$ cat src/hdl/ptm_defines.svh
// Register offsets, field positions, reset values and constants of the periodic timer
`ifndef PTM_DEFINES_SVH
`define PTM_DEFINES_SVH

`define PTM_OFS_CTRL     12'h000
`define PTM_OFS_CMPA     12'h004
`define PTM_OFS_PERIOD   12'h008
`define PTM_OFS_COUNT    12'h00C
`define PTM_OFS_FLAGS    12'h010

`define PTM_CTRL_MODE_LO 0
`define PTM_CTRL_ACT_LO  2
`define PTM_CTRL_RUN     4
`define PTM_CTRL_OLC     5
`define PTM_CTRL_INV     6
`define PTM_CTRL_CSRC    7
`define PTM_CTRL_CCLR    8
`define PTM_CTRL_W       9

`define PTM_FLAG_A       0
`define PTM_FLAG_P       1

`define PTM_CTRL_RST     9'h000
`define PTM_VAL_RST      10'h000
`define PTM_CNT_MAX      10'h3FF

`define PTM_RESP_OKAY    2'h0
`define PTM_RESP_SLVERR  2'h2

`endif

$ cat src/hdl/ptm_pkg.sv
// Types shared by the periodic timer
package ptm_pkg;

   typedef enum logic [1:0] {
      PTM_MODE_CMP  = 2'h0,
      PTM_MODE_CAP  = 2'h1,
      PTM_MODE_PWM  = 2'h2,
      PTM_MODE_TMR  = 2'h3
   } ptm_mode_e;

   typedef enum logic [1:0] {
      PTM_ACT_NONE  = 2'h0,
      PTM_ACT_LOW   = 2'h1,
      PTM_ACT_HIGH  = 2'h2,
      PTM_ACT_TOGL  = 2'h3
   } ptm_act_e;

endpackage : ptm_pkg

$ cat src/hdl/ptm_timer.sv
// Periodic 10-bit timer with compare, PWM, single pulse and capture modes over AXI4-Lite
`include "ptm_defines.svh"

module ptm_timer
   import ptm_pkg::*;
#(
   parameter int CNT_W = 10
) (
   input  wire logic        i_clock,
   input  wire logic        i_rst,
   input  wire logic [11:0] i_s_axi_awaddr,
   input  wire logic        i_s_axi_awvalid,
   output logic             o_s_axi_awready,
   input  wire logic [31:0] i_s_axi_wdata,
   input  wire logic [3:0]  i_s_axi_wstrb,
   input  wire logic        i_s_axi_wvalid,
   output logic             o_s_axi_wready,
   output logic [1:0]       o_s_axi_bresp,
   output logic             o_s_axi_bvalid,
   input  wire logic        i_s_axi_bready,
   input  wire logic [11:0] i_s_axi_araddr,
   input  wire logic        i_s_axi_arvalid,
   output logic             o_s_axi_arready,
   output logic [31:0]      o_s_axi_rdata,
   output logic [1:0]       o_s_axi_rresp,
   output logic             o_s_axi_rvalid,
   input  wire logic        i_s_axi_rready,
   input  wire logic        i_ext_clock_pin,
   input  wire logic        i_capture_input_pin,
   output logic             o_timer_pin,
   output logic             o_timer_pin_oe,
   output logic             o_match_a_flag,
   output logic             o_match_p_flag
);

   // Merge byte lanes of a write into a register image
   function automatic logic [31:0] apply_strb(input logic [31:0] old_v,
                                              input logic [31:0] new_v,
                                              input logic [3:0]  strb);
      logic [31:0] res;
      res = old_v;
      for (int i = 0; i < 4; i++) begin
         if (strb[i]) begin
            res[i*8 +: 8] = new_v[i*8 +: 8];
         end
      end
      return res;
   endfunction : apply_strb
   function automatic logic addr_known(input logic [11:0] a);
      return (a == `PTM_OFS_CTRL) || (a == `PTM_OFS_CMPA) || (a == `PTM_OFS_PERIOD) ||
             (a == `PTM_OFS_COUNT) || (a == `PTM_OFS_FLAGS);
   endfunction : addr_known

   // Bus state
   logic              aw_held_q;
   logic [11:0]       awaddr_q;
   logic              w_held_q;
   logic [31:0]       wdata_q;
   logic [3:0]        wstrb_q;
   logic              bvalid_q;
   logic [1:0]        bresp_q;
   logic              rvalid_q;
   logic [1:0]        rresp_q;
   logic [31:0]       rdata_q;
   logic              wr_fire;
   // Timer state
   logic [`PTM_CTRL_W-1:0] ctrl_q;
   logic [CNT_W-1:0]  cmpa_q;
   logic [CNT_W-1:0]  period_q;
   logic [CNT_W-1:0]  cnt_q;
   logic              flag_a_q;
   logic              flag_p_q;
   logic              run_prev_q;
   logic              ext_prev_q;
   logic              cap_prev_q;
   logic              cmp_out_q;
   logic              pin_q;
   logic              pin_oe_q;
   ptm_mode_e         mode;
   ptm_act_e          act;
   logic              run;
   logic              run_rise;
   logic              a_hit;
   logic              p_hit;
   logic              cnt_clear;
   logic              set_a;
   logic              set_p;
   logic              sp_mode;
   logic              sp_end;
   logic              ext_rise;
   logic              cap_src;
   logic              cap_prev_src;
   logic              cap_evt;
   logic [CNT_W:0]    period_eff;
   logic              pwm_active;
   logic [31:0]       ctrl_wr;
   logic              wr_ctrl;
   logic              wr_cmpa;
   logic              wr_period;
   logic              wr_flags;
   logic              pin_d;

   assign mode     = ptm_mode_e'(ctrl_q[`PTM_CTRL_MODE_LO +: 2]);
   assign act      = ptm_act_e'(ctrl_q[`PTM_CTRL_ACT_LO +: 2]);
   assign run      = ctrl_q[`PTM_CTRL_RUN];
   assign run_rise = run & ~run_prev_q;
   assign sp_mode  = (mode == PTM_MODE_PWM) && (act == PTM_ACT_TOGL);
   assign o_s_axi_awready = ~aw_held_q & ~bvalid_q;
   assign o_s_axi_wready  = ~w_held_q & ~bvalid_q;
   assign o_s_axi_bvalid  = bvalid_q;
   assign o_s_axi_bresp   = bresp_q;
   assign wr_fire         = aw_held_q & w_held_q & ~bvalid_q;
   always_ff @(posedge i_clock or posedge i_rst) begin
      if (i_rst) begin
         aw_held_q <= 1'b0;
         awaddr_q  <= 12'h000;
      end else if (o_s_axi_awready && i_s_axi_awvalid) begin
         aw_held_q <= 1'b1;
         awaddr_q  <= i_s_axi_awaddr;
      end else if (wr_fire) begin
         aw_held_q <= 1'b0;
      end
   end

   always_ff @(posedge i_clock or posedge i_rst) begin
      if (i_rst) begin
         w_held_q <= 1'b0;
         wdata_q  <= 32'h0000_0000;
         wstrb_q  <= 4'h0;
      end else if (o_s_axi_wready && i_s_axi_wvalid) begin
         w_held_q <= 1'b1;
         wdata_q  <= i_s_axi_wdata;
         wstrb_q  <= i_s_axi_wstrb;
      end else if (wr_fire) begin
         w_held_q <= 1'b0;
      end
   end

   always_ff @(posedge i_clock or posedge i_rst) begin
      if (i_rst) begin
         bvalid_q <= 1'b0;
         bresp_q  <= `PTM_RESP_OKAY;
      end else if (wr_fire) begin
         bvalid_q <= 1'b1;
         bresp_q  <= addr_known(awaddr_q) ? `PTM_RESP_OKAY : `PTM_RESP_SLVERR;
      end else if (i_s_axi_bready) begin
         bvalid_q <= 1'b0;
      end
   end

   assign wr_ctrl   = wr_fire && (awaddr_q == `PTM_OFS_CTRL);
   assign wr_cmpa   = wr_fire && (awaddr_q == `PTM_OFS_CMPA);
   assign wr_period = wr_fire && (awaddr_q == `PTM_OFS_PERIOD);
   assign wr_flags  = wr_fire && (awaddr_q == `PTM_OFS_FLAGS);
   assign ctrl_wr   = apply_strb({23'h000000, ctrl_q}, wdata_q, wstrb_q);
   assign o_s_axi_arready = ~rvalid_q;
   assign o_s_axi_rvalid  = rvalid_q;
   assign o_s_axi_rresp   = rresp_q;
   assign o_s_axi_rdata   = rdata_q;
   always_ff @(posedge i_clock or posedge i_rst) begin
      if (i_rst) begin
         rvalid_q <= 1'b0;
         rresp_q  <= `PTM_RESP_OKAY;
         rdata_q  <= 32'h0000_0000;
      end else if (o_s_axi_arready && i_s_axi_arvalid) begin
         rvalid_q <= 1'b1;
         rresp_q  <= addr_known(i_s_axi_araddr) ? `PTM_RESP_OKAY : `PTM_RESP_SLVERR;
         unique case (i_s_axi_araddr)
            `PTM_OFS_CTRL:   rdata_q <= {23'h000000, ctrl_q};
            `PTM_OFS_CMPA:   rdata_q <= {22'h000000, cmpa_q};
            `PTM_OFS_PERIOD: rdata_q <= {22'h000000, period_q};
            `PTM_OFS_COUNT:  rdata_q <= {22'h000000, cnt_q};
            `PTM_OFS_FLAGS:  rdata_q <= {30'h00000000, flag_p_q, flag_a_q};
            default:         rdata_q <= 32'h0000_0000;
         endcase
      end else if (i_s_axi_rready) begin
         rvalid_q <= 1'b0;
      end
   end

   assign period_eff = (period_q == '0) ? (CNT_W+1)'(1 << CNT_W)
                                        : {1'b0, period_q};
   assign p_hit      = run & ~run_rise &
                       ({1'b0, cnt_q} == period_eff - (CNT_W+1)'(1));
   // Zero compare value never matches in the compare and timer modes
   assign a_hit      = run & ~run_rise & (cnt_q == cmpa_q) &
                       ~(((mode == PTM_MODE_CMP) || (mode == PTM_MODE_TMR)) &&
                         (cmpa_q == '0));
   assign sp_end     = sp_mode & a_hit;
   assign ext_rise   = i_ext_clock_pin & ~ext_prev_q;
   assign cap_src      = ctrl_q[`PTM_CTRL_CSRC] ? i_ext_clock_pin : i_capture_input_pin;
   assign cap_prev_src = ctrl_q[`PTM_CTRL_CSRC] ? ext_prev_q : cap_prev_q;
   always_comb begin
      cap_evt = 1'b0;
      unique case (act)
         PTM_ACT_NONE: cap_evt = cap_src & ~cap_prev_src;
         PTM_ACT_LOW:  cap_evt = ~cap_src & cap_prev_src;
         PTM_ACT_HIGH: cap_evt = cap_src ^ cap_prev_src;
         PTM_ACT_TOGL: cap_evt = 1'b0;
      endcase
      cap_evt = cap_evt & run & (mode == PTM_MODE_CAP);
   end

   always_comb begin
      cnt_clear = 1'b0;
      set_a     = 1'b0;
      set_p     = 1'b0;
      unique case (mode)
         PTM_MODE_CMP, PTM_MODE_TMR: begin
            cnt_clear = ctrl_q[`PTM_CTRL_CCLR] ? a_hit : p_hit;
            set_a     = a_hit;
            set_p     = p_hit & ~ctrl_q[`PTM_CTRL_CCLR];
         end
         PTM_MODE_PWM: begin
            cnt_clear = sp_mode ? 1'b0 : p_hit;
            set_a     = a_hit;
            set_p     = sp_mode ? 1'b0 : p_hit;
         end
         PTM_MODE_CAP: begin
            cnt_clear = p_hit;
            set_a     = cap_evt;
            set_p     = p_hit;
         end
      endcase
   end

   always_ff @(posedge i_clock or posedge i_rst) begin
      if (i_rst) begin
         ctrl_q <= `PTM_CTRL_RST;
      end else if (wr_ctrl) begin
         ctrl_q <= ctrl_wr[`PTM_CTRL_W-1:0];
      end else if (sp_end) begin
         ctrl_q[`PTM_CTRL_RUN] <= 1'b0;
      end else if (sp_mode && ext_rise) begin
         ctrl_q[`PTM_CTRL_RUN] <= 1'b1;
      end
   end
   // Capture wins over a software write in the same cycle
   always_ff @(posedge i_clock or posedge i_rst) begin
      if (i_rst) begin
         cmpa_q <= `PTM_VAL_RST;
      end else if (cap_evt) begin
         cmpa_q <= cnt_q;
      end else if (wr_cmpa) begin
         cmpa_q <= CNT_W'(apply_strb({22'h000000, cmpa_q}, wdata_q, wstrb_q));
      end
   end

   always_ff @(posedge i_clock or posedge i_rst) begin
      if (i_rst) begin
         period_q <= `PTM_VAL_RST;
      end else if (wr_period) begin
         period_q <= CNT_W'(apply_strb({22'h000000, period_q}, wdata_q, wstrb_q));
      end
   end
   // Sticky flags, write one to clear, a new event wins over the clear
   always_ff @(posedge i_clock or posedge i_rst) begin
      if (i_rst) begin
         flag_a_q <= 1'b0;
         flag_p_q <= 1'b0;
      end else begin
         flag_a_q <= set_a |
                     (flag_a_q & ~(wr_flags & wstrb_q[0] & wdata_q[`PTM_FLAG_A]));
         flag_p_q <= set_p |
                     (flag_p_q & ~(wr_flags & wstrb_q[0] & wdata_q[`PTM_FLAG_P]));
      end
   end

   always_ff @(posedge i_clock or posedge i_rst) begin
      if (i_rst) begin
         cnt_q <= `PTM_VAL_RST;
      end else if (run_rise) begin
         cnt_q <= '0;
      end else if (run) begin
         cnt_q <= cnt_clear ? '0 : cnt_q + CNT_W'(1);
      end
   end

   always_ff @(posedge i_clock or posedge i_rst) begin
      if (i_rst) begin
         run_prev_q <= 1'b0;
         ext_prev_q <= 1'b0;
         cap_prev_q <= 1'b0;
      end else begin
         run_prev_q <= run;
         ext_prev_q <= i_ext_clock_pin;
         cap_prev_q <= i_capture_input_pin;
      end
   end

   always_ff @(posedge i_clock or posedge i_rst) begin
      if (i_rst) begin
         cmp_out_q <= 1'b0;
      end else if (run_rise) begin
         cmp_out_q <= ctrl_q[`PTM_CTRL_OLC];
      end else if (mode == PTM_MODE_CMP && set_a) begin
         unique case (act)
            PTM_ACT_NONE: cmp_out_q <= cmp_out_q;
            PTM_ACT_LOW:  cmp_out_q <= 1'b0;
            PTM_ACT_HIGH: cmp_out_q <= 1'b1;
            PTM_ACT_TOGL: cmp_out_q <= ~cmp_out_q;
         endcase
      end
   end

   assign pwm_active = ({1'b0, cmpa_q} >= period_eff) ||
                       ({1'b0, cnt_q} < {1'b0, cmpa_q});
   always_comb begin
      pin_d = 1'b0;
      unique case (act)
         PTM_ACT_NONE: pin_d = ~ctrl_q[`PTM_CTRL_OLC];
         PTM_ACT_LOW:  pin_d = ctrl_q[`PTM_CTRL_OLC];
         PTM_ACT_HIGH: pin_d = (run & pwm_active) ? ctrl_q[`PTM_CTRL_OLC]
                                                  : ~ctrl_q[`PTM_CTRL_OLC];
         PTM_ACT_TOGL: pin_d = run ? ctrl_q[`PTM_CTRL_OLC]
                                   : ~ctrl_q[`PTM_CTRL_OLC];
      endcase
      if (mode == PTM_MODE_CMP) begin
         pin_d = cmp_out_q;
      end
      pin_d = pin_d ^ ctrl_q[`PTM_CTRL_INV];
   end

   always_ff @(posedge i_clock or posedge i_rst) begin
      if (i_rst) begin
         pin_q    <= 1'b0;
         pin_oe_q <= 1'b0;
      end else begin
         pin_q    <= pin_d;
         pin_oe_q <= (mode == PTM_MODE_CMP) || (mode == PTM_MODE_PWM);
      end
   end
   assign o_timer_pin    = pin_q;
   assign o_timer_pin_oe = pin_oe_q;
   assign o_match_a_flag = flag_a_q;
   assign o_match_p_flag = flag_p_q;
endmodule : ptm_timer

$ cat config.mk
export PLATFORM = sky130hd
export DESIGN_NAME = ptm_timer
export DESIGN_NICKNAME = d
export VERILOG_FILES = /design/src/hdl/ptm_pkg.sv /design/src/hdl/ptm_timer.sv
export VERILOG_INCLUDE_DIRS = /design/src /design/src/hdl
export SDC_FILE = /design/constraint.sdc
export NUM_CORES = 1
export LEC_CHECK = 0
export ABC_AREA = 1
export BUFFER_PORTS_ARGS = -buffer_cell sky130_fd_sc_hd__buf_2
export CORE_ASPECT_RATIO = 0.6
export CORE_MARGIN = 5
export CORE_UTILIZATION = 37
export DETAILED_ROUTE_END_ITERATION = 12
export PLACE_DENSITY_LB_ADDON = 0.2
export SLEW_MARGIN = 0
export SYNTH_ARGS = -nofsm -noshare
export SYNTH_HDL_FRONTEND = slang
export SYNTH_SLANG_ARGS = --single-unit
$ cat constraint.sdc
create_clock -name i_clock -period 3.6 [get_ports i_clock]
set_input_delay 0.9 -clock i_clock [delete_from_list [all_inputs] [get_ports i_clock]]
set_output_delay 0.9 -clock i_clock [all_outputs]
set_load 0.005 [all_outputs]
==> results of run 1 <==
## tightest hold or removal path: stages, from the launching register on
cell and delay, ns:
sky130_fd_sc_hd__dfrtp_1 0.34, sky130_fd_sc_hd__nand2_1 0.05, sky130_fd_sc_hd__o21ai_0 0.06
## through the flow
step | worst slack (ns) | util, % | instance area, µm² | cells | hold WS, ns
3_5_place_dp | 0.736 | 40.6 | 5890 | 925 | 0.468
6_report | 0.666 | 42.7 | 6190 | 941 | 0.481
4_1_cts | 0.729 | 42.7 | 6190 | 941 | 0.484
2_1_floorplan | 0.450 | - | 5560 | 701 | 0.453
5_1_grt | 0.502 | 42.7 | 6190 | 941 | 0.509
3_3_place_gp | 0.751 | 40.6 | 5890 | 925 | 0.458
## registers in the layout, summed over array words and instances, names as in the netlist, 2 cells and up
signal         flops
ctrl_q             9
period_q          10
awaddr_q          12
cnt_q             10
wdata_q           10
wstrb_q            2
o_s_axi_rdata     10
cmpa_q            10
## where the power goes
part	total, mW	leakage, nW	internal (mW)	switching (mW)
sequential	1.48	1.05	1.23	0.241
combinational	1.15	1.93	0.462	0.690
clock	0.980	0.149	0.561	0.419
total	3.61	3.13	2.26	1.35
## final timing paths
check                      slack, ns              from          endpoint
setup / recovery                0.67       period_q[0]       o_timer_pin
hold / removal                  0.48  o_s_axi_rdata[3]  o_s_axi_rdata[3]
setup reg to reg                0.67       period_q[0]       o_timer_pin
hold reg to reg                 0.48  o_s_axi_rdata[3]  o_s_axi_rdata[3]
max in group asynchronous       2.26             i_rst         ctrl_q[6]
min in group asynchronous       0.66             i_rst        cap_prev_q
## cell type report
| class | count | area, µm² |
|---|---|---|
| Clock inverter | 6 | 68.8 |
| Timing Repair Buffer | 67 | 365 |
| Fill cell | 1486 | 8310 |
| Clock buffer | 10 | 239 |
| Inverter | 95 | 358 |
| Multi-Input combinational cell | 478 | 2740 |
| Tap cell | 198 | 248 |
| Sequential cell | 87 | 2180 |
## placed cells by master, fill, tap and decap left out, types with 18 or more instances in the layout
cell type	netlist	routed
sky130_fd_sc_hd__nor2_1	61	61
sky130_fd_sc_hd__inv_1	86	85
sky130_fd_sc_hd__conb_1	1	24
sky130_fd_sc_hd__a21oi_1	31	31
sky130_fd_sc_hd__nand2_1	137	137
sky130_fd_sc_hd__o21ai_0	51	51
sky130_fd_sc_hd__dfrtp_1	87	87
sky130_fd_sc_hd__buf_2	3	65
sky130_fd_sc_hd__ha_1	28	28
sky130_fd_sc_hd__nand3_1	18	18
## Yosys cell counts, drive strengths merged (14+ instances only)
master / count / area, µm²
a21oi: 32 / 164
nand3: 29 / 200
ha: 28 / 350
o21ai: 51 / 255
nand2: 152 / 618
nor2: 63 / 246
nor3: 16 / 95.1
mux2: 14 / 158
buf: 32 / 240
dfrtp: 87 / 2180
inv: 95 / 357
## per-layer routing
layer | vias to the layer above | GRT usage, % | share of wire, %
met5 | - | 0 | 0
met4 | 0 | 3.62 | 1.0
met3 | 14 | 4.90 | 8.5
met2 | 178 | 23.4 | 37
met1 | 2255 | 29.2 | 54
li1 | 2289 | - | -
## cell families after synthesis
group / after synthesis / synth area share (%)
and+or+nand+nor: 277 / 24.2
buffers and inverters: 136 / 11.8
AOI/OAI and AO/OA: 123 / 13.0
DFF: 87 / 39.8
adders and majority gates: 28 / 6.40
muxes: 14 / 2.88
xor gates and xnor gates: 12 / 1.92
other: 1 / 0.0685
==> summary.md, run 1 <==
| Metric | Value |
|---|---|
| Total count of hold-check failures in the final report | 0 |
| TritonCTS clock tree | done |
| Library cells used by synthesis | 50 |
| Maximum level of the CTS H-tree | 3 |
| Placer's final routability congestion estimate | 0.937 |
| Total detailed-routing wirelength | 15400 µm |
| Most instantiated flip-flop cell in the synthesis netlist | sky130_fd_sc_hd__dfrtp_1 |
| Worst relative slew slack | 47.3% |
| Crit share post-route | 81.5% |
| Core Area | 0.0145 mm² |
| Number of nets in the layout | 835 |
| Finish-stage setup viols | 0 |
| Buffers added on ports | 65 |
| Slowest cell delay on critical path | 0.42 ns |
| Total negative slack | 0 ns |
| Number of inserted diodes | 0 |
| Setup CP Type | reg2reg |
| Via count | 4736 |
| Worst setup SP type | flop |
| Run status | completed |
| Proportion of synthesized flip-flops having asynchronous set or reset | 100% |
| Post-CTS Setup Repair Bufs | 0 |
| Post-route clock skew | 0.00928 ns |
| Worst Reg-to-Reg Cells | 25 |
| VDD IR max | 0.295 mV |
| Pin slew with the least headroom to its limit | 0.789 ns |
| Resized cells post-CTS | 0 |
| Critical Path Most Common Cell | sky130_fd_sc_hd__nand2_1 |
| FF+latch count, synth | 87 |
| Average cell area after synthesis | 8.07 µm² |
| Clock transition at the registers of the reported paths | 0.07 ns |
| CTS root buf | sky130_fd_sc_hd__clkbuf_16 |
| Drt via density | 5.03 |
| Max-slew violation count | 0 |
| Post-detail-place hpwl | 12200 µm |
| Sequential-to-total area share from yosys stat | 39.8% |
| First-iteration detailed-routing DRC count | 309 |
| Crit-path max FO | 4 |
| Vertical extent of the die | 104 µm |
| Post-cts hold buffer count | 0 |
| Vias in the first global route | 4577 |
| Die area | 0.0174 mm² |
| Effective utilization at floorplan | 37.7% |
| Arrival time worst endpoint | 3.17 ns |
| GR Util All Layers | 18.0% |
| Buf/Inv on CP | 3 |
| First-pass GRT wire length | 25100 µm |
| Number of antenna violations at the first check in global routing | 0 |
| Remaining routing DRC violations | 0 |
| Count of flip-flops with a built-in enable after synthesis | 0 |
| Count of max-cap constraint violations | 0 |
| Final critical path time including I/O delays and setup | 2.93 ns |
| Overflow left after global routing | 0 |
| Tot Pwr | 3.61 mW |
| Total clock buffers created by CTS | 9 |
| Std cell rows | 34 |
| Sinks on the clock net | 87 |
| Worst Setup End Kind | flop |
| Ports | 114 |
| Clock latency on the worst-skew pair | 0.34 ns |
| Synth Warn # | 0 |
| Data required time of the critical path | 3.84 ns |
| Top cell family by delay on the critical path | simple AND/OR/NAND/NOR gates |
| Post-synthesis instance area | 0.00547 mm² |
| Master of the slowest instance on the critical path | sky130_fd_sc_hd__dfrtp_1 |
| Cell count along the critical path | 25 |
| Worst hold-check path type | reg2reg |
| Power density relative to cell area | 582 mW/mm² |
| Post-synthesis cell count | 678 |
| Highest clock rate | 0.341 GHz |
| Maximum root-to-sink buffer count | 2 |
| Horizontal die dimension | 167 µm |
| Routed WL per cell | 16.4 µm |
| Number of nets with antenna violations after detailed routing | 0 |
| Leakage power total | 3.13 nW |
| Layout overhead on the synthesized area | 13.2% |
| Unrepaired setup endpoints after global routing | false |
| Pin count of the biggest net entering global routing | 49 |
| TritonRoute pass-1 iters | 5 |
| Ratio of cells with drive above 1 in the final layout | 19.7% |
| Hold Crit Depth | 2 |
(Power assumes the default switching activity.)
==> run 2, diff against run 1 <==
clock period = 2.8 ns   (was 3.6 ns; I/O delays follow)
==> run 2 against run 1 <==
Effect of this change:
- routed wire length rose by 3.7%
- sequential share of layout area fell by 1.2 points
- via count fell by 0.68%
- count of clock-buffer cells in the layout did not move
- flip-flop and latch count did not move
- final cell count rose by 2.3%
==> summary.md, run 2 (same netlist as run 1, synthesis figures left out) <==
| Metric | Value |
|---|---|
| Register with the most flip-flops | awaddr_q (unchanged) |
| Pin count of the biggest net entering global routing | 43 (was 49) |
| Worst Setup End Kind | flop (unchanged) |
| Cell total after placement | 940 (was 925) |
| Buffers added on ports | 65 (unchanged) |
| Clock transition at the registers of the reported paths | 0.07 ns (about the same) |
| Pin slew with the least headroom to its limit | 0.593 ns (was 0.789 ns) |
| Finish-stage setup viols | 0 (unchanged) |
| Die area | 0.0174 mm² (unchanged) |
| Final critical path time including I/O delays and setup | 2.62 ns (was 2.93 ns) |
| TritonCTS clock tree | done (unchanged) |
| Sinks on the clock net | 87 (unchanged) |
| Horizontal die dimension | 167 µm (unchanged) |
| Post-detail-place hpwl | 12600 µm (was 12200 µm) |
| Number of nets with antenna violations after detailed routing | 0 (unchanged) |
| Vias in the first global route | 4514 (was 4577) |
| First-pass GRT wire length | 25000 µm (was 25100 µm) |
| Ratio of cells with drive above 1 in the final layout | 22.9% (was 19.7%) |
| Drt via density | 4.88 (was 5.03) |
| Run status | completed (unchanged) |
| Worst relative slew slack | 60.4% (was 47.3%) |
| Total negative slack | 0 ns (unchanged) |
| Crit share post-route | 93.5% (was 81.5%) |
| Leakage power total | 3.23 nW (was 3.13 nW) |
| Effective utilization at floorplan | 37.7% (unchanged) |
| TritonRoute pass-1 iters | 5 (unchanged) |
| Worst hold slack across all endpoints | 0.334 ns (was 0.481 ns) |
| Routed WL per cell | 16.6 µm (was 16.4 µm) |
| Register-to-register path setup slack | 0.18 ns (was 0.67 ns) |
| Std cell rows | 34 (unchanged) |
| CTS root buf | sky130_fd_sc_hd__clkbuf_16 (unchanged) |
| Number of inserted diodes | 0 (unchanged) |
| Data required time of the critical path | 3.04 ns (was 3.84 ns) |
| Clock latency on the worst-skew pair | 0.35 ns (was 0.34 ns) |
| Number of nets in the layout | 857 (was 835) |
| Remaining routing DRC violations | 0 (unchanged) |
| Worst setup SP type | flop (unchanged) |
| Layout filler cell count | 1466 (was 1486) |
| First-iteration detailed-routing DRC count | 461 (was 309) |
| Post-route clock skew | 0.00916 ns (was 0.00928 ns) |
| Total count of hold-check failures in the final report | 0 (unchanged) |
| Max FFs per register | 12 (unchanged) |
| Tot Pwr | 4.74 mW (was 3.61 mW) |
| Total detailed-routing wirelength | 16000 µm (was 15400 µm) |
| Top cell family by delay on the critical path | simple AND/OR/NAND/NOR gates (unchanged) |
| Vertical extent of the die | 104 µm (unchanged) |
| Core Area | 0.0145 mm² (unchanged) |
| VDD IR max | 0.407 mV (was 0.295 mV) |
| Buf/Inv on CP | 1 (was 3) |
| Placer's final routability congestion estimate | 0.912 (was 0.937) |
| Filler-free cell count of the finished design | 963 (was 941) |
| Series of cell instances along the critical path | inv_1, ha_1, nand2_1, nor2_1, nand2_1, nor3_1, nand2_1, or3_1, nand3_1, nand2_1 |
| Overflow left after global routing | 0 (unchanged) |
| Power density relative to cell area | 741 mW/mm² (was 582 mW/mm²) |
| GR Util All Layers | 18.3% (was 18.0%) |
| Arrival time worst endpoint | 2.85 ns (was 3.17 ns) |
| Via count | 4704 (was 4736) |
| Layout overhead on the synthesized area | 17.0% (was 13.2%) |
| Slowest cell delay on critical path | 0.61 ns (was 0.42 ns) |
| Crit-path max FO | 10 (was 4) |
| Critical Path Most Common Cell | sky130_fd_sc_hd__nand2_1 (unchanged) |
| Number of antenna violations at the first check in global routing | 0 (unchanged) |
| Highest clock rate | 0.382 GHz (was 0.341 GHz) |
| Highest-count cells in the layout ignoring fill and taps | 134 x sky130_fd_sc_hd__nand2_1, 87 x sky130_fd_sc_hd__dfrtp_1, 83 x sky130_fd_sc_hd__inv_1 (was 137 x sky130_fd_sc_hd__nand2_1, 87 x sky130_fd_sc_hd__dfrtp_1, 85 x sky130_fd_sc_hd__inv_1) |
| Master of the slowest instance on the critical path | sky130_fd_sc_hd__or3_1 (was sky130_fd_sc_hd__dfrtp_1) |
| Ports | 114 (unchanged) |
| Total clock buffers created by CTS | 9 (unchanged) |
| Max-slew violation count | 0 (unchanged) |
| Setup CP Type | reg2reg (unchanged) |
| Maximum root-to-sink buffer count | 2 (unchanged) |
| Count of max-cap constraint violations | 0 (unchanged) |
| Maximum level of the CTS H-tree | 3 (unchanged) |
| Worst hold-check path type | in2async (was reg2reg) |
| Commonest non-fill, non-tap cell in the layout | sky130_fd_sc_hd__nand2_1 (unchanged) |
## run 2: changes by cell type in the layout (fill, tap and decap cells not counted), sizes merged
cell and change:
buf +22, clkinv -4, clkinvlp +2, inv +2
## run 2: area by class of cell
type | instances | area (µm²) | share of cell area [%]
inverter | 95 | 360 | 5.63
clock buffer | 10 | 239 | 3.73
tap | 198 | 248 | 3.87
multi-input combinational | 478 | 2760 | 43.1
sequential | 87 | 2180 | 34.0
clock inverter | 6 | 76.3 | 1.19
timing repair buffer | 89 | 543 | 8.48
## run 2: report_power, final
part,internal [mW],switching (mW)
logic,0.637,0.959
clock network,0.732,0.558
registers,1.59,0.270
total,2.96,1.79
## run 2: routing by layer
layer	GRT usage, %	up-vias	wire length [µm]
met4	3.85	0	127
met2	23.4	153	5930
met5	0	-	0
li1	-	2334	-
met3	4.86	13	1330
met1	29.8	2204	8590
## run 2: repair_timing
| item | 4_1_cts | 5_1_grt |
|---|---|---|
| hold buffers | 0 | 0 |
| endpoints found under the hold margin | 0 | 0 |
| gates resized for setup | 0 | 7 |
| buffers inserted | 0 | 7 |
| endpoints found under the setup margin | 0 | 1 |
## run 2: final timing paths
check | startpoint | endpoint | cells after the start
max in group asynchronous | i_rst | awaddr_q[8] | 3
max reg2reg | cmpa_q[9] | cnt_q[8] | 10
min reg2reg | o_s_axi_rdata[5] | o_s_axi_rdata[5] | 2
min | i_rst | cap_prev_q | 2
min in group i_clock | i_capture_input_pin | cap_prev_q | 1
max | cmpa_q[9] | cnt_q[8] | 10
## run 2: per-stage QoR
stage	instance area, µm²	utilization (%)	setup WS (ns)
2_1_floorplan	5560	-	0.523
4_1_cts	6330	43.6	0.155
5_1_grt	6400	44.1	-0.0225
6_report	6400	44.1	0.183
3_3_place_gp	6010	41.5	0.195
3_5_place_dp	6010	41.5	0.207
